<file path="src/design/flash_host_pkg.sv">
package flash_host_pkg;

  // Register offsets on the APB side.
  localparam logic [7:0] OFF_CTRL   = 8'h00;
  localparam logic [7:0] OFF_ADDR   = 8'h04;
  localparam logic [7:0] OFF_WDATA  = 8'h08;
  localparam logic [7:0] OFF_CFG    = 8'h0C;
  localparam logic [7:0] OFF_STATUS = 8'h10;

  // Field positions.
  localparam int CTRL_OP_LSB    = 0;
  localparam int ADDR_LOW_BIT   = 20;
  localparam int CFG_BYTE_BIT   = 0;
  localparam int CFG_WP_BIT     = 1;
  localparam int ST_BUSY_BIT    = 0;
  localparam int ST_READY_BIT   = 1;
  localparam int ST_REFUSED_BIT = 2;
  localparam int ST_RDATA_LSB   = 16;

  // Reset values.
  localparam logic [1:0]  CFG_RESET   = 2'h0;
  localparam logic [20:0] ADDR_RESET  = 21'h00_0000;
  localparam logic [15:0] WDATA_RESET = 16'h0000;

  // Command addresses (low eleven address bits only) and codes.
  localparam logic [10:0] ADDR_555 = 11'h555;
  localparam logic [10:0] ADDR_2AA = 11'h2AA;
  localparam logic [10:0] ADDR_055 = 11'h055;
  localparam logic [7:0]  CODE_AA  = 8'hAA;
  localparam logic [7:0]  CODE_55  = 8'h55;
  localparam logic [7:0]  CODE_A0  = 8'hA0;
  localparam logic [7:0]  CODE_80  = 8'h80;
  localparam logic [7:0]  CODE_50  = 8'h50;
  localparam logic [7:0]  CODE_30  = 8'h30;
  localparam logic [7:0]  CODE_10  = 8'h10;
  localparam logic [7:0]  CODE_B0  = 8'hB0;
  localparam logic [7:0]  CODE_88  = 8'h88;
  localparam logic [7:0]  CODE_A5  = 8'hA5;
  localparam logic [7:0]  CODE_85  = 8'h85;
  localparam logic [7:0]  CODE_90  = 8'h90;
  localparam logic [7:0]  CODE_98  = 8'h98;
  localparam logic [7:0]  CODE_F0  = 8'hF0;
  localparam logic [15:0] LOCK_DATA = 16'h0000;

  // Pin timing in ns and derived cycle counts (least times, rounded up).
  localparam int unsigned CLK_PERIOD_NS = 4;
  localparam int unsigned SETUP_NS      = 10;
  localparam int unsigned WE_LOW_NS     = 40;
  localparam int unsigned RECOVER_NS    = 30;
  localparam int unsigned READ_NS       = 70;
  localparam int unsigned RST_LOW_NS    = 500;
  localparam int unsigned SETUP_CYCLES   = (SETUP_NS + CLK_PERIOD_NS - 1) / CLK_PERIOD_NS;
  localparam int unsigned WE_LOW_CYCLES  = (WE_LOW_NS + CLK_PERIOD_NS - 1) / CLK_PERIOD_NS;
  localparam int unsigned RECOVER_CYCLES = (RECOVER_NS + CLK_PERIOD_NS - 1) / CLK_PERIOD_NS;
  localparam int unsigned READ_CYCLES    = (READ_NS + CLK_PERIOD_NS - 1) / CLK_PERIOD_NS;
  localparam int unsigned RST_LOW_CYCLES = (RST_LOW_NS + CLK_PERIOD_NS - 1) / CLK_PERIOD_NS;
  localparam int unsigned SYNC_CYCLES    = 3;

  typedef enum logic [3:0] {
    OP_READ       = 4'h0,
    OP_PROGRAM    = 4'h1,
    OP_SECT_ERASE = 4'h2,
    OP_BLK_ERASE  = 4'h3,
    OP_CHIP_ERASE = 4'h4,
    OP_SUSPEND    = 4'h5,
    OP_RESUME     = 4'h6,
    OP_SECID      = 4'h7,
    OP_UID_PROG   = 4'h8,
    OP_UID_LOCK   = 4'h9,
    OP_IDENT      = 4'hA,
    OP_CFI_LONG   = 4'hB,
    OP_CFI_SHORT  = 4'hC,
    OP_EXIT_LONG  = 4'hD,
    OP_EXIT_SHORT = 4'hE,
    OP_HW_RESET   = 4'hF
  } op_e;

  typedef enum logic [2:0] {
    ST_IDLE    = 3'b000,
    ST_SETUP   = 3'b001,
    ST_STROBE  = 3'b011,
    ST_RECOVER = 3'b010,
    ST_READ    = 3'b110,
    ST_RESET   = 3'b100
  } state_e;

endpackage : flash_host_pkg

</file>
<file path="src/design/flash_host_ctrl.sv">
// Design decisions made here: the APB register port and the register offsets.
`timescale 1ns/1ps
`default_nettype none
// What the document requires of the device and this block
// [RULE1] Sector erase selects sector by A19-A11
// [RULE2] Block erase selects block by A19-A15
// [RULE3] Device outputs only while selected and gated
// [RULE4] Device latches write data internally
// [RULE5] Width pin picks x8 or x16
// [RULE6] Hardware reset low returns array read
// [RULE7] Done pin low while program or erase
// [RULE8] Protect pin low guards outer sectors
// [RULE9] Keep hardware reset high in normal use
// [RULE10] Program: three unlock writes, then data
// [RULE11] Sector erase: six writes ending 50H
// [RULE12] Block erase: six writes ending 30H
// [RULE13] Chip erase: six writes ending 10H/555H
// [RULE14] B0H anywhere suspends erase
// [RULE15] 30H anywhere resumes erase
// [RULE16] Three writes ending 88H enter security-ID
// [RULE17] User ID program: A5H then data
// [RULE18] User ID lock: 85H then 0000H
// [RULE19] Three writes ending 90H enter bank ID
// [RULE20] CFI entry long or single 98H
// [RULE21] Exit long or single F0H
// [RULE22] Decoder compares A10-A0 and low byte
// [RULE23] A19-A18 carry the bank for ID/CFI
// [RULE24] Lock-out only in x16 mode
// [RULE25] Broken sequence is dropped by device
module flash_host_ctrl (
  input  wire logic        pclk,
  input  wire logic        presetn,
  input  wire logic        psel,
  input  wire logic        penable,
  input  wire logic        pwrite,
  input  wire logic [7:0]  paddr,
  input  wire logic [31:0] pwdata,
  output logic      [31:0] prdata,
  output logic             pready,
  output logic             pslverr,
  output logic      [19:0] flash_addr,
  output logic             chip_sel_n,
  output logic             out_gate_n,
  output logic             write_strobe_n,
  output logic             hw_reset_n,
  output logic             protect_n,
  output logic             byte_mode_n,
  input  wire logic [14:0] dq_in,
  output logic      [14:0] dq_out,
  output logic             dq_oe,
  input  wire logic        top_data_or_low_addr_in,
  output logic             top_data_or_low_addr_out,
  output logic             top_data_or_low_addr_oe,
  input  wire logic        done_indicator_n
);
  localparam logic [7:0] SETUP_LD   = 8'(flash_host_pkg::SETUP_CYCLES - 1);
  localparam logic [7:0] WE_LOW_LD  = 8'(flash_host_pkg::WE_LOW_CYCLES - 1);
  localparam logic [7:0] RECOVER_LD = 8'(flash_host_pkg::RECOVER_CYCLES - 1);
  localparam logic [7:0] READ_LD    = 8'(flash_host_pkg::READ_CYCLES + flash_host_pkg::SYNC_CYCLES - 1);
  localparam logic [7:0] RST_LD     = 8'(flash_host_pkg::RST_LOW_CYCLES - 1);
  localparam int         WE_LOW_N   = int'(flash_host_pkg::WE_LOW_CYCLES);

  flash_host_pkg::state_e state_q;
  flash_host_pkg::op_e    op_q;
  logic [2:0]  step_q;
  logic        last_q;
  logic [7:0]  cnt_q;
  logic [20:0] tgt_q;
  logic [15:0] wdata_q;
  logic        byte_mode_q;
  logic        wp_release_q;
  logic        refused_q;
  logic [15:0] rdata_q;
  logic [31:0] prdata_q;
  logic        pready_q;
  logic        pslverr_q;
  logic [19:0] flash_addr_q;
  logic        ce_n_q;
  logic        oe_n_q;
  logic        we_n_q;
  logic        rst_n_q;
  logic [14:0] dq_out_q;
  logic        dq_oe_q;
  logic        top_out_q;
  logic        top_oe_q;
  logic [16:0] pins_sync;

  pin_sync #(
    .WIDTH     (17),
    .RESET_VAL (17'h1_0000)
  ) u_pin_sync (
    .pclk    (pclk),
    .presetn (presetn),
    .pin     ({done_indicator_n, top_data_or_low_addr_in, dq_in}),
    .level   (pins_sync)
  );

  // Builds bus write number idx of a command; returns {last, address, data}.
  function automatic logic [36:0] cmd_step(input flash_host_pkg::op_e op, input logic [2:0] idx,
                                           input logic [19:0] tgt, input logic [15:0] wd);
    logic [19:0] a;
    logic [15:0] d;
    logic        last;
    logic        single;
    logic        three;
    a      = {9'h000, flash_host_pkg::ADDR_555};
    d      = {8'h00, flash_host_pkg::CODE_AA};
    last   = 1'b0;
    single = op inside {flash_host_pkg::OP_SUSPEND, flash_host_pkg::OP_RESUME,
                        flash_host_pkg::OP_CFI_SHORT, flash_host_pkg::OP_EXIT_SHORT};
    three  = op inside {flash_host_pkg::OP_SECID, flash_host_pkg::OP_IDENT,
                        flash_host_pkg::OP_CFI_LONG, flash_host_pkg::OP_EXIT_LONG};
    if (single) begin
      last = 1'b1;
      a    = tgt;
      case (op)
        flash_host_pkg::OP_SUSPEND: d = {8'h00, flash_host_pkg::CODE_B0}; // [RULE14]
        flash_host_pkg::OP_RESUME:  d = {8'h00, flash_host_pkg::CODE_30}; // [RULE15]
        flash_host_pkg::OP_CFI_SHORT: begin
          a = {tgt[19:18], 7'h00, flash_host_pkg::ADDR_055}; // [RULE20] [RULE23]
          d = {8'h00, flash_host_pkg::CODE_98};
        end
        default: d = {8'h00, flash_host_pkg::CODE_F0}; // [RULE21]
      endcase
    end else begin
      case (idx)
        3'd0: last = 1'b0;
        3'd1, 3'd4: begin
          a = {9'h000, flash_host_pkg::ADDR_2AA};
          d = {8'h00, flash_host_pkg::CODE_55};
        end
        3'd2: begin
          last = three;
          case (op)
            flash_host_pkg::OP_PROGRAM:  d = {8'h00, flash_host_pkg::CODE_A0}; // [RULE10]
            flash_host_pkg::OP_SECID:    d = {8'h00, flash_host_pkg::CODE_88}; // [RULE16]
            flash_host_pkg::OP_UID_PROG: d = {8'h00, flash_host_pkg::CODE_A5}; // [RULE17]
            flash_host_pkg::OP_UID_LOCK: d = {8'h00, flash_host_pkg::CODE_85}; // [RULE18]
            flash_host_pkg::OP_EXIT_LONG: d = {8'h00, flash_host_pkg::CODE_F0}; // [RULE21]
            flash_host_pkg::OP_IDENT: begin
              a = {tgt[19:18], 7'h00, flash_host_pkg::ADDR_555}; // [RULE19] [RULE23]
              d = {8'h00, flash_host_pkg::CODE_90};
            end
            flash_host_pkg::OP_CFI_LONG: begin
              a = {tgt[19:18], 7'h00, flash_host_pkg::ADDR_555}; // [RULE20] [RULE23]
              d = {8'h00, flash_host_pkg::CODE_98};
            end
            default: d = {8'h00, flash_host_pkg::CODE_80};
          endcase
        end
        3'd3: begin
          if (op inside {flash_host_pkg::OP_PROGRAM, flash_host_pkg::OP_UID_PROG, flash_host_pkg::OP_UID_LOCK}) begin
            last = 1'b1;
            a    = tgt; // [RULE10] [RULE17]
            d    = (op == flash_host_pkg::OP_UID_LOCK) ? flash_host_pkg::LOCK_DATA : wd; // [RULE18]
          end
        end
        default: begin
          last = 1'b1;
          case (op)
            flash_host_pkg::OP_SECT_ERASE: begin
              a = tgt; // [RULE11] [RULE1]
              d = {8'h00, flash_host_pkg::CODE_50};
            end
            flash_host_pkg::OP_BLK_ERASE: begin
              a = tgt; // [RULE12] [RULE2]
              d = {8'h00, flash_host_pkg::CODE_30};
            end
            default: d = {8'h00, flash_host_pkg::CODE_10}; // [RULE13]
          endcase
        end
      endcase
    end
    return {last, a, d};
  endfunction : cmd_step

  // APB decode; two-cycle access, pready comes from a flop.
  wire                    acc       = psel & penable;
  wire                    first_acc = acc & ~pready_q;
  wire                    wr_fire   = acc & pready_q & pwrite;
  wire                    sel_ctrl  = (paddr == flash_host_pkg::OFF_CTRL);
  wire                    sel_addr  = (paddr == flash_host_pkg::OFF_ADDR);
  wire                    sel_wdata = (paddr == flash_host_pkg::OFF_WDATA);
  wire                    sel_cfg   = (paddr == flash_host_pkg::OFF_CFG);
  wire                    sel_stat  = (paddr == flash_host_pkg::OFF_STATUS);
  wire                    mapped    = sel_ctrl | sel_addr | sel_wdata | sel_cfg | sel_stat;
  wire flash_host_pkg::op_e new_op  = flash_host_pkg::op_e'(pwdata[flash_host_pkg::CTRL_OP_LSB +: 4]);
  wire                    busy      = (state_q != flash_host_pkg::ST_IDLE);
  wire                    bad_lock  = (new_op == flash_host_pkg::OP_UID_LOCK) & byte_mode_q; // [RULE24]
  wire                    cmd_wr    = wr_fire & sel_ctrl;
  wire                    start     = cmd_wr & ~busy & ~bad_lock;
  wire                    refuse    = cmd_wr & (busy | bad_lock);
  wire                    clr_ref   = wr_fire & sel_stat & pwdata[flash_host_pkg::ST_REFUSED_BIT];
  wire [36:0]             first_wr  = cmd_step(new_op, 3'd0, tgt_q[19:0], wdata_q);
  wire [36:0]             next_wr   = cmd_step(op_q, step_q + 3'd1, tgt_q[19:0], wdata_q);
  wire [31:0]             status_w  = {rdata_q, 13'h0000, refused_q, pins_sync[16], busy};
  wire [31:0] rd_mux = sel_ctrl  ? {28'h000_0000, op_q} :
                       sel_addr  ? {11'h000, tgt_q} :
                       sel_wdata ? {16'h0000, wdata_q} :
                       sel_cfg   ? {30'h0000_0000, wp_release_q, byte_mode_q} :
                       sel_stat  ? status_w : 32'h0000_0000;

  always_ff @(posedge pclk or negedge presetn) begin
    if (!presetn) begin
      pready_q     <= 1'b0;
      pslverr_q    <= 1'b0;
      prdata_q     <= 32'h0000_0000;
      tgt_q        <= flash_host_pkg::ADDR_RESET;
      wdata_q      <= flash_host_pkg::WDATA_RESET;
      byte_mode_q  <= flash_host_pkg::CFG_RESET[flash_host_pkg::CFG_BYTE_BIT];
      wp_release_q <= flash_host_pkg::CFG_RESET[flash_host_pkg::CFG_WP_BIT];
      refused_q    <= 1'b0;
    end else begin
      pready_q  <= first_acc;
      pslverr_q <= first_acc & ~mapped;
      prdata_q  <= (first_acc & ~pwrite) ? rd_mux : 32'h0000_0000;
      if (wr_fire & sel_addr) tgt_q <= pwdata[20:0];
      if (wr_fire & sel_wdata) wdata_q <= pwdata[15:0];
      // The width and protect pins must not move under a running sequence.
      if (wr_fire & sel_cfg & ~busy) begin
        byte_mode_q  <= pwdata[flash_host_pkg::CFG_BYTE_BIT];
        wp_release_q <= pwdata[flash_host_pkg::CFG_WP_BIT];
      end
      // A refusal in the same cycle as its clear stays set.
      refused_q <= refuse | (refused_q & ~clr_ref);
    end
  end

  always_ff @(posedge pclk or negedge presetn) begin
    if (!presetn) begin
      state_q      <= flash_host_pkg::ST_IDLE;
      op_q         <= flash_host_pkg::OP_READ;
      step_q       <= 3'd0;
      last_q       <= 1'b0;
      cnt_q        <= 8'h00;
      rdata_q      <= 16'h0000;
      flash_addr_q <= 20'h0_0000;
      ce_n_q       <= 1'b1;
      oe_n_q       <= 1'b1;
      we_n_q       <= 1'b1;
      rst_n_q      <= 1'b1;
      dq_out_q     <= 15'h0000;
      dq_oe_q      <= 1'b0;
      top_out_q    <= 1'b0;
      top_oe_q     <= 1'b0;
    end else begin
      if (cnt_q != 8'h00) cnt_q <= cnt_q - 8'h01;
      case (state_q)
        flash_host_pkg::ST_IDLE: begin
          top_oe_q  <= byte_mode_q;
          top_out_q <= tgt_q[flash_host_pkg::ADDR_LOW_BIT];
          if (start) begin
            op_q   <= new_op;
            step_q <= 3'd0;
            if (new_op == flash_host_pkg::OP_READ) begin
              flash_addr_q <= tgt_q[19:0];
              ce_n_q       <= 1'b0; // [RULE3]
              oe_n_q       <= 1'b0;
              cnt_q        <= READ_LD;
              state_q      <= flash_host_pkg::ST_READ;
            end else if (new_op == flash_host_pkg::OP_HW_RESET) begin
              rst_n_q <= 1'b0; // [RULE9]
              cnt_q   <= RST_LD;
              last_q  <= 1'b1;
              state_q <= flash_host_pkg::ST_RESET;
            end else begin
              flash_addr_q <= first_wr[35:16];
              dq_out_q     <= first_wr[14:0];
              top_out_q    <= byte_mode_q ? tgt_q[flash_host_pkg::ADDR_LOW_BIT] : first_wr[15];
              top_oe_q     <= 1'b1;
              dq_oe_q      <= 1'b1;
              last_q       <= first_wr[36];
              ce_n_q       <= 1'b0;
              cnt_q        <= SETUP_LD;
              state_q      <= flash_host_pkg::ST_SETUP;
            end
          end
        end
        flash_host_pkg::ST_SETUP: begin
          if (cnt_q == 8'h00) begin
            we_n_q  <= 1'b0;
            cnt_q   <= WE_LOW_LD;
            state_q <= flash_host_pkg::ST_STROBE;
          end
        end
        flash_host_pkg::ST_STROBE: begin
          // The device latches on the rising strobe, so data may be released afterwards.
          if (cnt_q == 8'h00) begin
            we_n_q  <= 1'b1;
            ce_n_q  <= 1'b1;
            cnt_q   <= RECOVER_LD;
            state_q <= flash_host_pkg::ST_RECOVER;
          end
        end
        flash_host_pkg::ST_RECOVER: begin
          if (cnt_q == 8'h00) begin
            if (last_q) begin
              dq_oe_q <= 1'b0;
              state_q <= flash_host_pkg::ST_IDLE;
            end else begin
              step_q       <= step_q + 3'd1;
              flash_addr_q <= next_wr[35:16];
              dq_out_q     <= next_wr[14:0];
              top_out_q    <= byte_mode_q ? tgt_q[flash_host_pkg::ADDR_LOW_BIT] : next_wr[15];
              last_q       <= next_wr[36];
              ce_n_q       <= 1'b0;
              cnt_q        <= SETUP_LD;
              state_q      <= flash_host_pkg::ST_SETUP;
            end
          end
        end
        flash_host_pkg::ST_READ: begin
          if (cnt_q == 8'h00) begin
            rdata_q <= byte_mode_q ? {8'h00, pins_sync[7:0]} : pins_sync[15:0];
            ce_n_q  <= 1'b1;
            oe_n_q  <= 1'b1;
            state_q <= flash_host_pkg::ST_IDLE;
          end
        end
        default: begin
          if (cnt_q == 8'h00) begin
            rst_n_q <= 1'b1;
            cnt_q   <= RECOVER_LD;
            state_q <= flash_host_pkg::ST_RECOVER;
          end
        end
      endcase
    end
  end

  assign prdata                   = prdata_q;
  assign pready                   = pready_q;
  assign pslverr                  = pslverr_q;
  assign flash_addr               = flash_addr_q;
  assign chip_sel_n               = ce_n_q;
  assign out_gate_n               = oe_n_q;
  assign write_strobe_n           = we_n_q;
  assign hw_reset_n               = rst_n_q;
  assign protect_n                = wp_release_q; // [RULE8]
  assign byte_mode_n              = ~byte_mode_q; // [RULE5]
  assign dq_out                   = dq_out_q;
  assign dq_oe                    = dq_oe_q;
  assign top_data_or_low_addr_out = top_out_q;
  assign top_data_or_low_addr_oe  = top_oe_q;
endmodule : flash_host_ctrl
`default_nettype wire

</file>
<file path="src/design/pin_sync.sv">
`timescale 1ns/1ps
`default_nettype none
module pin_sync #(
  parameter int             WIDTH     = 1,
  parameter logic [WIDTH-1:0] RESET_VAL = '0
) (
  input  wire logic             pclk,
  input  wire logic             presetn,
  input  wire logic [WIDTH-1:0] pin,
  output logic      [WIDTH-1:0] level
);
  logic [WIDTH-1:0] s1_q;
  logic [WIDTH-1:0] s2_q;
  logic [WIDTH-1:0] s3_q;
  logic [WIDTH-1:0] level_q;
  logic [WIDTH-1:0] agree;

  // A bit only moves once the second and third stages agree, which filters single-cycle glitches.
  assign agree = ~(s2_q ^ s3_q);
  assign level = level_q;

  always_ff @(posedge pclk or negedge presetn) begin
    if (!presetn) begin
      s1_q    <= RESET_VAL;
      s2_q    <= RESET_VAL;
      s3_q    <= RESET_VAL;
      level_q <= RESET_VAL;
    end else begin
      s1_q    <= pin;
      s2_q    <= s1_q;
      s3_q    <= s2_q;
      level_q <= (s3_q & agree) | (level_q & ~agree);
    end
  end
endmodule : pin_sync
`default_nettype wire

</file>
<file path="config.mk">
export PLATFORM = sky130hd
export DESIGN_NAME = flash_host_ctrl
export DESIGN_NICKNAME = d
export VERILOG_FILES = /design/src/design/flash_host_pkg.sv /design/src/design/flash_host_ctrl.sv /design/src/design/pin_sync.sv
export SDC_FILE = /design/constraint.sdc
export NUM_CORES = 1
export LEC_CHECK = 0
export ABC_CLOCK_PERIOD_IN_PS = 2450
export BUFFER_PORTS_ARGS = -buffer_cell sky130_fd_sc_hd__buf_2
export CAP_MARGIN = 20
export CORE_MARGIN = 3
export CORE_UTILIZATION = 40
export DETAILED_ROUTE_END_ITERATION = 7
export GPL_ROUTABILITY_DRIVEN = 0
export PLACE_DENSITY = 0.73
export SYNTH_ARGS = -nofsm -noshare
export SYNTH_HDL_FRONTEND = slang
export SYNTH_SLANG_ARGS = --single-unit
</file>
<file path="constraint.sdc">
create_clock -name pclk -period 2.45 [get_ports pclk]
set_input_delay 0.245 -clock pclk [delete_from_list [all_inputs] [get_ports pclk]]
set_output_delay 0.245 -clock pclk [all_outputs]
set_load 0.005 [all_outputs]
</file>
==> results.md, run 1 <==
* Hold/Removal Path Class: in2reg
* Clock Tree Buf Depth at 3
* Synth Area in Compound Gates at around an eighth
* Routed wire length at 23,400 microns
* CTS tree: built
* Worst Skew at 10.7 ps
* Post-synth top area share at between 50% and 60%
* Count of input and output buffers at around 130
* P&R area growth vs syn at 30.4%
* Status: finished, final reports clean
* Top cells by area, synth: dfrtp_1 (58%), mux2_2 (6.8%), nand2_1 (4.1%), a21oi_1 (2.6%), o21ai_0 (2.5%)
* Synth Area in XOR/XNOR at less than 1%
* Worst-path fanout max at 5
* Worst Path Required at roughly 2900 ps
* Vias at slightly above 7,000
* Die Footprint at 0.0245 sq mm
* Critical path capture point type: flop
* IO Pins at 140
* Detailed router's first-iteration violation count at roughly 560
* Share of cells above drive strength 1 at 33.1%
* Final hold violation count at 0
* Reg clk slew, reported paths at ~70 ps
* Fraction of registers with async set/reset at 100%
* Post-synth cell types at between 60 and 70
* Tot GR Track Use at 18.7%
* Worst-margin pin slew at 1150 ps
* Flop-to-flop setup slack at about 57 ps
* Worst r2r src: cnt_q[1]
* Synth Area in Simple Gates at a little over an eighth
* PwrDens at about 620 mW/mm^2
* Main combinational cell family by area after synthesis: simple AND/OR/NAND/NOR gates
* Mux share of post-synthesis cell area at between 7 and 8%
* # setup viols final at 0
* Syn Inst Count at between 800 and 900
* Pleak at 5.60 nW
* Main synth FF type: dfrtp_1
* Vias per Instance at 5.33
* Initial antenna violation count at 3
* Inserted Clock Buffers at 23
* Depth of the most critical reg-to-reg path at 8
* Die X at 157 microns
* Die height at between 150 and 200 microns
* Vias in the first global route at 6,924
* Worst Path Class, Setup: reg2reg
* Register area share after synthesis at a little over 60%
* Number of synthesized flops with an enable pin at 0
* Synth cell count leaders: dfrtp_1 (211), nand2_1 (99), nor2_1 (56), mux2_2 (55), a21oi_1 (47)
* Crit start category: flop
* First-pass GRT wire length at 36,900 microns
* ANT nets after route at 0
* Root Driver: clkbuf_16
* Total congestion overflow at 0
* # fillers at 1,906
* Design Area, Final at roughly 0.012 sq mm
* Synth warnings at 0
* Largest net degree at the start of global routing at 91
* DP HPWL at between 15,000 and 20,000 microns
* Row count at 54
* Rel. slew slack at between 20% and 30%
* Final net count at approximately 1,100
* #FFs+latches synth at about 220
* Worst VDD drop at approximately 0.73 mV
* Post-Place Cells at about 1,200
* Drt drc at 0
* Cell accounting for the most synthesized area: dfrtp_1
* Slew Limit Fails at 0
* Clk_lat worst skew at between 500 and 600 ps
* RR Endpoint: flash_addr[9]
* Clk sink count at 219
* Core Box Area at 0.0220 sq mm
* Worst Setup EP: flash_addr[9]
* Mean Syn Cell Area at between 10 and 15 sq um
* Worst EP arrival at ~2800 ps
* RSZ-0062 raised after global routing: yes
* Fmax at between 400 and 500 MHz
* Total Power at ~7.4 mW
* Initial core utilization at 41.2%
* First-pass iteration count of the detailed router at 5
* Synthesized cell area at between 0.009 and 0.01 sq mm
* MaxCap Viol Count at 0
* Syn Nets at 870
* CTS H-tree lvls at 1
* Fin crit share at 97.7%
* Placed inst area at about 0.011 sq mm
* Synth Area in Adders at under 10%
* Non-filler cells, final at approximately 1,300
* Period minus WS final at roughly 2400 ps
* Crit path from: cnt_q[1]
* Routed WL per cell at 17.6 microns
* Most common cell in the netlist: dfrtp_1
cell usage in the layout (no fill, tap or decap), types with 13 or more instances in the layout:
master / synthesis / layout
o21ai_0: 46 / 43
nor3_1: 17 / 17
and2_1: 16 / 16
mux2_2: 55 / 55
clkbuf_16: 0 / 23
buf_2: 6 / 127
dfrtp_1: 211 / 211
a21oi_1: 47 / 47
inv_1: 17 / 13
nor2_1: 56 / 54
nand2_1: 99 / 99
buf_4: 0 / 80
maj3_1: 17 / 17
dlygate4sd3_1: 0 / 35
cell type report:
cell class / count / area (sq um) / share of cell area, %
Sequential cell: 219 / 5490 / 46.4
Multi-Input combinational cell: 518 / 3480 / 29.4
Timing Repair Buffer: 249 / 1690 / 14.3
Clock buffer: 34 / 687 / 5.81
Tap cell: 280 / 350 / 2.96
Inverter: 18 / 71.3 / 0.603
Clock inverter: 7 / 56.3 / 0.476
Antenna cell: 2 / 5.00 / 0.0423
how the worst min path moves through the flow:
stage          depth (start not counted)  startpoint             endpoint  slack [ps]
2_1_floorplan                          0     presetn            async pin         -50
3_3_place_gp                           1     presetn   u_pin_sync.s1_q[6]         290
3_5_place_dp                           1     presetn  u_pin_sync.s1_q[11]         300
4_1_cts                                2   pwdata[0]              op_q[0]          20
5_1_grt                                2   pwdata[0]              op_q[0]          50
6_report                               2   pwdata[0]              op_q[0]          50
stage by stage:
stage	utilization, %	hold slack, ps	worst slack, ps	TNS, ps
final	53.7	46.8	57.3	0
after global routing	53.7	45.1	-40.0	-241
after CTS	52.8	22.7	0.351	0
after detailed placement	47.7	295	-128	-510
after global placement	47.7	288	-12.0	-23.7
after floorplan	-	-50.6	2.33	0
flip-flops by register name (all words and copies together) (netlist names), 8 cells and up, named ones only:
name / count
u_pin_sync.s2_q: 17
tgt_q: 21
dq_out: 15
u_pin_sync.s3_q: 17
u_pin_sync.s1_q: 17
flash_addr: 20
wdata_q: 16
prdata: 32
cnt_q: 8
rdata_q: 16
logic make-up after synthesis:
logic type / after synthesis
simple gates: 254
mux: 63
fa+ha+maj: 24
xor+xnor: 8
compound gates: 169
buf+inv: 64
flops: 219
where the power goes:
part / switching [mW] / leakage, nW / total [mW] / internal (mW)
logic: 0.161 / 2.43 / 0.294 / 0.133
clock network: 1.39 / 0.368 / 3.34 / 1.95
registers: 0.0369 / 2.80 / 3.73 / 3.70
total: 1.59 / 5.60 / 7.37 / 5.78
metal layers:
layer  routed length, microns  share of wire, %  up-vias  GRT usage [%]
li1                         -                 -     3277              -
met1                     9680                41     3489           25.2
met2                    11400                49      250           31.1
met3                     1600               6.9       54           3.43
met4                      678               2.9        2           5.71
met5                       11             0.047        -              0
worst max-delay path: stages (launching register included):
cell     delay (ps)
dfrtp_1         400
inv_2            90
ha_4            130
or3b_4          400
nor3b_4         290
nor2_4           70
or3_4           410
a221o_1         360
o21ai_1         160
what timing repair did:
| item | in CTS | in global routing |
|---|---|---|
| setup buffers | 0 | 8 |
| setup endpoints to repair | 16 | 40 |
| pin swaps | 1 | 19 |
| hold endpoints to repair | 128 | 0 |
| hold buffers | 35 | 0 |
| gates resized for setup | 7 | 27 |
(Power assumes the default switching activity.)
==> run 2, diff against run 1 <==
- CORE_ASPECT_RATIO: unset -> 0.8
- HOLD_SLACK_MARGIN: unset -> 0.03
- RECOVER_POWER: unset -> 50
==> run 2 against run 1 <==
  * The flow now finishes with violations (max-capacitance violations, max-slew violations)
  * Count of clock-buffer cells in the layout fell by 3
  * Clock power rose by 3%
  * Design area down 0.31%
  * Non-clock buffer count fell by 10
  * Sequential cell count is the same
  * Routed wire length rose by 0.39%
  * First-iteration DRC count increased by 10%
  * Maximum frequency grew 0.19%
  * Global-route usage grew 0.19 points
  * Worst setup slack gained 4.5 ps
==> results.md, run 2 (synthesis results as in run 1) <==
* RSZ-0062 raised after global routing: yes
* Largest net degree at the start of global routing at 63
* Row count at 48
* Die Footprint at 0.0245 sq mm
* Vias in the first global route at between 6,000 and 7,000
* Fmax at 419 MHz
* Total Power at around 7.5 mW
* Root Driver: clkbuf_16
* Routed wire length at 23,400 microns
* Hold Startpoint: pwdata[1]
* Final net count at approximately 1,100
* Setup_tns at 0 ps
* P&R area growth vs syn at 30.0%
* Crit path from: cnt_q[1]
* Die height at approximately 140 microns
* Slew Limit Fails at 59
* Initial core utilization at slightly above 40%
* Worst path max stage delay at about 420 ps
* CTS tree: built
* Clk sink count at 219
* Pleak at ~5.6 nW
* Tot GR Track Use at a little under a fifth
* Status: finished, violations left
* First-pass iteration count of the detailed router at 5
* Inserted Clock Buffers at 22
* First-pass GRT wire length at 37,700 microns
* Worst EP arrival at 2810 ps
* ANT nets after route at 0
* Critical path capture point type: flop
* Clk_lat worst skew at roughly 500 ps
* CP Buf/Inv Count at 1
* Detailed router's first-iteration violation count at a little over 600
* Worst VDD drop at 0.536 mV
* Design Area, Final at approximately 0.012 sq mm
* Period minus WS final at 2390 ps
* Worst-path fanout max at 5
* Vias at 7,012
* Most frequent cells in the layout: dfrtp_1 (210), buf_2 (127), nand2_1 (99)
* CP max-delay cell: or3_4
* Worst-margin pin slew at 1510 ps
* Rel. slew slack at -0.868%
* MaxCap Viol Count at 1
* Commonest non-fill, non-tap cell in the layout: dfrtp_1
* Vias per Instance at 5.25
* Placed inst area at around 0.011 sq mm
* Hold/Removal Path Class: in2reg
* # setup viols final at 0
* DP HPWL at about 17,000 microns
* Worst Path Required at 2870 ps
* Worst Skew at just over 9 ps
* Reg clk slew, reported paths at 60 ps
* Share of cells above drive strength 1 at 32.4%
* Core Box Area at approximately 0.022 sq mm
* Worst path top cell family by delay: simple AND/OR/NAND/NOR gates
* CTS H-tree lvls at 1
* Final hold violation count at 0
* Drt drc at 0
* Crit start category: flop
* Routed WL per cell at 17.5 microns
* Die X at roughly 170 microns
* Fin crit share at 97.5%
* CP Cell Sequence: inv_1, ha_2, or3b_4, nor3b_4, nor2_2, or3_4, a221o_1, o21ai_1
* Total congestion overflow at 0
* Failing checks: max-capacitance violations, max-slew violations
* Worst r2r src: cnt_q[1]
* IO Pins at 140
* Clock Tree Buf Depth at 3
* Worst Path Class, Setup: reg2reg
* Count of input and output buffers at ~130
* Largest register FFs at 32
* PwrDens at between 600 and 700 mW/mm^2
* Initial antenna violation count at 2
## run 2: metrics by stage
stage / setup slack (ps) / instances / utilization, % / hold WS, ps
after floorplan: 2.33 / 801 / - / -50.6
after global placement: -8.16 / 1256 / 48.1 / 218
after detailed placement: -117 / 1256 / 48.1 / 213
after CTS: 6.89 / 1332 / 53.4 / 57.0
after global routing: -14.0 / 1336 / 53.8 / 92.9
final: 61.7 / 1336 / 53.8 / 82.9
## run 2: final timing paths
check | end | slack (ps) | depth (start not counted)
max | flash_addr[5] | 60 | 8
max in group asynchronous | chip_sel_n | 560 | 3
max reg2reg | flash_addr[5] | 60 | 8
min | protect_n | 80 | 2
min reg2reg | u_pin_sync.s2_q[14] | 350 | 0
min in group asynchronous | dq_out[7] | 670 | 2
## run 2: layout make-up
type	count	area (sq um)
well taps	300	375
fillers	1822	10100
repair buffers	239	1620
inverters	18	67.6
clock buffers	31	676
diodes	2	5.00
flip-flops and latches	219	5490
multi-input cells	518	3460
clock inverters	9	93.8
## run 2: power by group
| part | switching (mW) | internal (mW) |
|---|---|---|
| clock network | 1.39 | 2.05 |
| registers | 0.0364 | 3.69 |
| logic | 0.162 | 0.127 |
## run 2: repair_timing
| item | 4_1_cts | 5_1_grt |
|---|---|---|
| pin swaps | 0 | 7 |
| endpoints found under the setup margin | 17 | 29 |
| hold buffers | 35 | 0 |
| endpoints found under the hold margin | 100 | 0 |
| gates resized for setup | 6 | 19 |
| setup buffers | 1 | 1 |
## run 2: layer usage
| metal | up-vias | wire (microns) | global-route usage, % |
|---|---|---|---|
| li1 | 3271 | - | - |
| met1 | 3386 | 10900 | 27.9 |
| met2 | 298 | 10400 | 28.9 |
| met3 | 57 | 1530 | 2.99 |
| met4 | 0 | 649 | 5.80 |
| met5 | - | 0 | 0 |
==> run 3, diff against run 2 <==
- CORE_UTILIZATION: 40 -> 51
- PLACE_DENSITY: 0.73 -> 0.87
==> run 3 against run 2 <==
  * The run now ends clean
  * Critical path depth down 2
  * Worst hold slack worse by 26 ps
  * Global-route usage increased by 5.0 points
  * Register-to-register slack worse by 40 ps
  * Sequential share of layout area is 0.98 points higher
  * Total power fell by 2.0%
  * Final cell count decreased by 7.0%
  * Utilization rose by 14 points
  * Count of clock-buffer cells in the layout fell by 2
  * Design area fell by 2.1%
  * Maximum frequency decreased by 1.5%
  * Critical path type unchanged
  * Largest cell class unchanged
  * Highest routed layer unchanged
==> results.md, run 3 (synthesis results as in run 1) <==
* CTS H-tree lvls at 1
* MaxCap Viol Count at 0
* Worst Path Class, Setup: reg2reg
* First-pass GRT wire length at ~37,000 microns
* Layout Utilization at roughly 70%
* Vias at 7,178
* Rel. slew slack at under 10%
* Crit start category: flop
* Detailed router's first-iteration violation count at 796
* Initial core utilization at 53.4%
* Tot GR Track Use at approximately a quarter
* CTS tree: built
* Worst Skew at between 10 and 15 ps
* Pleak at between 5 and 6 nW
* Total congestion overflow at 0
* Period minus WS final at ~2400 ps
* Status: finished, final reports clean
* Flop-to-flop setup slack at 30 ps
* Hold/Removal Path Class: in2reg
* IO Pins at 140
* Routed WL per cell at approximately 19 microns
* Count of input and output buffers at around 130
* ANT nets after route at 0
* Fin crit share at a little over nine tenths
* CP max-delay cell: or3b_2
* Worst Path Required at around 2900 ps
* Commonest non-fill, non-tap cell in the layout: dfrtp_1
* Most frequent cells in the layout: dfrtp_1 (210), buf_2 (123), nand2_1 (99)
* Largest register FFs at 32
* Worst VDD drop at around 0.46 mV
* Die Footprint at between 0.015 and 0.02 sq mm
* # setup viols final at 0
* Reg clk slew, reported paths at 70 ps
* P&R area growth vs syn at 27.3%
* Drt drc at 0
* Core Box Area at roughly 0.017 sq mm
* Worst-path fanout max at 7
* Slew Limit Fails at 0
* Share of cells above drive strength 1 at a little under a third
* Clock Tree Buf Depth at 3
* Diodes inserted at 0
* Inserted Clock Buffers at 21
* Die height at roughly 130 microns
* Routed wire length at between 20,000 and 25,000 microns
* Final hold violation count at 0
* Largest net degree at the start of global routing at 70
* Fmax at 412 MHz
* Worst-margin pin slew at ~1400 ps
* Initial antenna violation count at 0
* DP HPWL at around 17,000 microns
* PwrDens at between 600 and 700 mW/mm^2
* Vias per Instance at approximately 5.8
* Critical path capture point type: flop
* Die X at ~160 microns
* Worst path max stage delay at slightly above 600 ps
* Clk sink count at 219
* CP Cell Sequence: or3b_2, nor2_1, a21oi_1, or3_4, a221o_1, o21ai_1
* First-pass iteration count of the detailed router at 7
* Setup_tns at 0 ps
* Clk_lat worst skew at 490 ps
* Root Driver: clkbuf_16
* Row count at between 40 and 50
* Final net count at 1,078
* Worst EP arrival at between 2000 and 3000 ps
* Vias in the first global route at approximately 7,000
-- run 3: report_power, final --
group	internal, mW	switching [mW]
sequential	3.69	0.0409
clock	1.95	1.34
combinational	0.118	0.163
-- run 3: per-layer routing --
metal,global-route usage [%],vias to the layer above,routed length (microns)
met1,34.6,3482,10100
met2,36.8,388,10900
met4,6.59,0,595
li1,-,3245,-
met5,0,-,0
met3,5.56,63,2380
-- run 3: area by class of cell --
type	count	area [sq um]
Clock buffer	29	606
Clock inverter	8	105
Fill cell	1204	5430
Inverter	18	67.6
Multi-Input combinational cell	518	3420
Sequential cell	219	5490
Tap cell	220	275
Timing Repair Buffer	231	1570
-- run 3: worst paths after layout --
path	from	endpoint	depth (start not counted)
max reg2reg	state_q[2]	flash_addr[9]	6
min	pwdata[8]	wdata_q[8]	2
max in group asynchronous	presetn	u_pin_sync.s3_q[12]	3
min reg2reg	u_pin_sync.s1_q[3]	u_pin_sync.s2_q[3]	0
min in group asynchronous	presetn	async pin	2
max	state_q[2]	flash_addr[9]	6
-- run 3: through the flow --
stage	instances	power [mW]	cell area [sq um]	setup WS [ps]	hold WS, ps
2_1_floorplan	801	3.87	9080	2.33	-50.6
3_3_place_gp	1167	4.03	10400	14.0	198
3_5_place_dp	1167	4.04	10400	-69.9	198
4_1_cts	1241	7.37	11500	12.2	47.7
5_1_grt	1243	7.56	11500	-48.6	49.3
6_report	1243	7.31	11500	25.2	56.6
-- run 3: repair_timing --
| item | CTS | global route |
|---|---|---|
| gates resized for setup | 5 | 14 |
| endpoints found under the setup margin | 8 | 29 |
| hold buffers | 34 | 0 |
| endpoints found under the hold margin | 98 | 0 |
| cloned | 0 | 0 |
| setup buffers | 3 | 2 |
| pin swaps | 3 | 10 |
-- run 3: critical path: cells and delay by family (launching register included) --
kind / cells / cell delay [ps]
simple gates: 3 / 1230
flops: 1 / 450
compound gates: 3 / 670
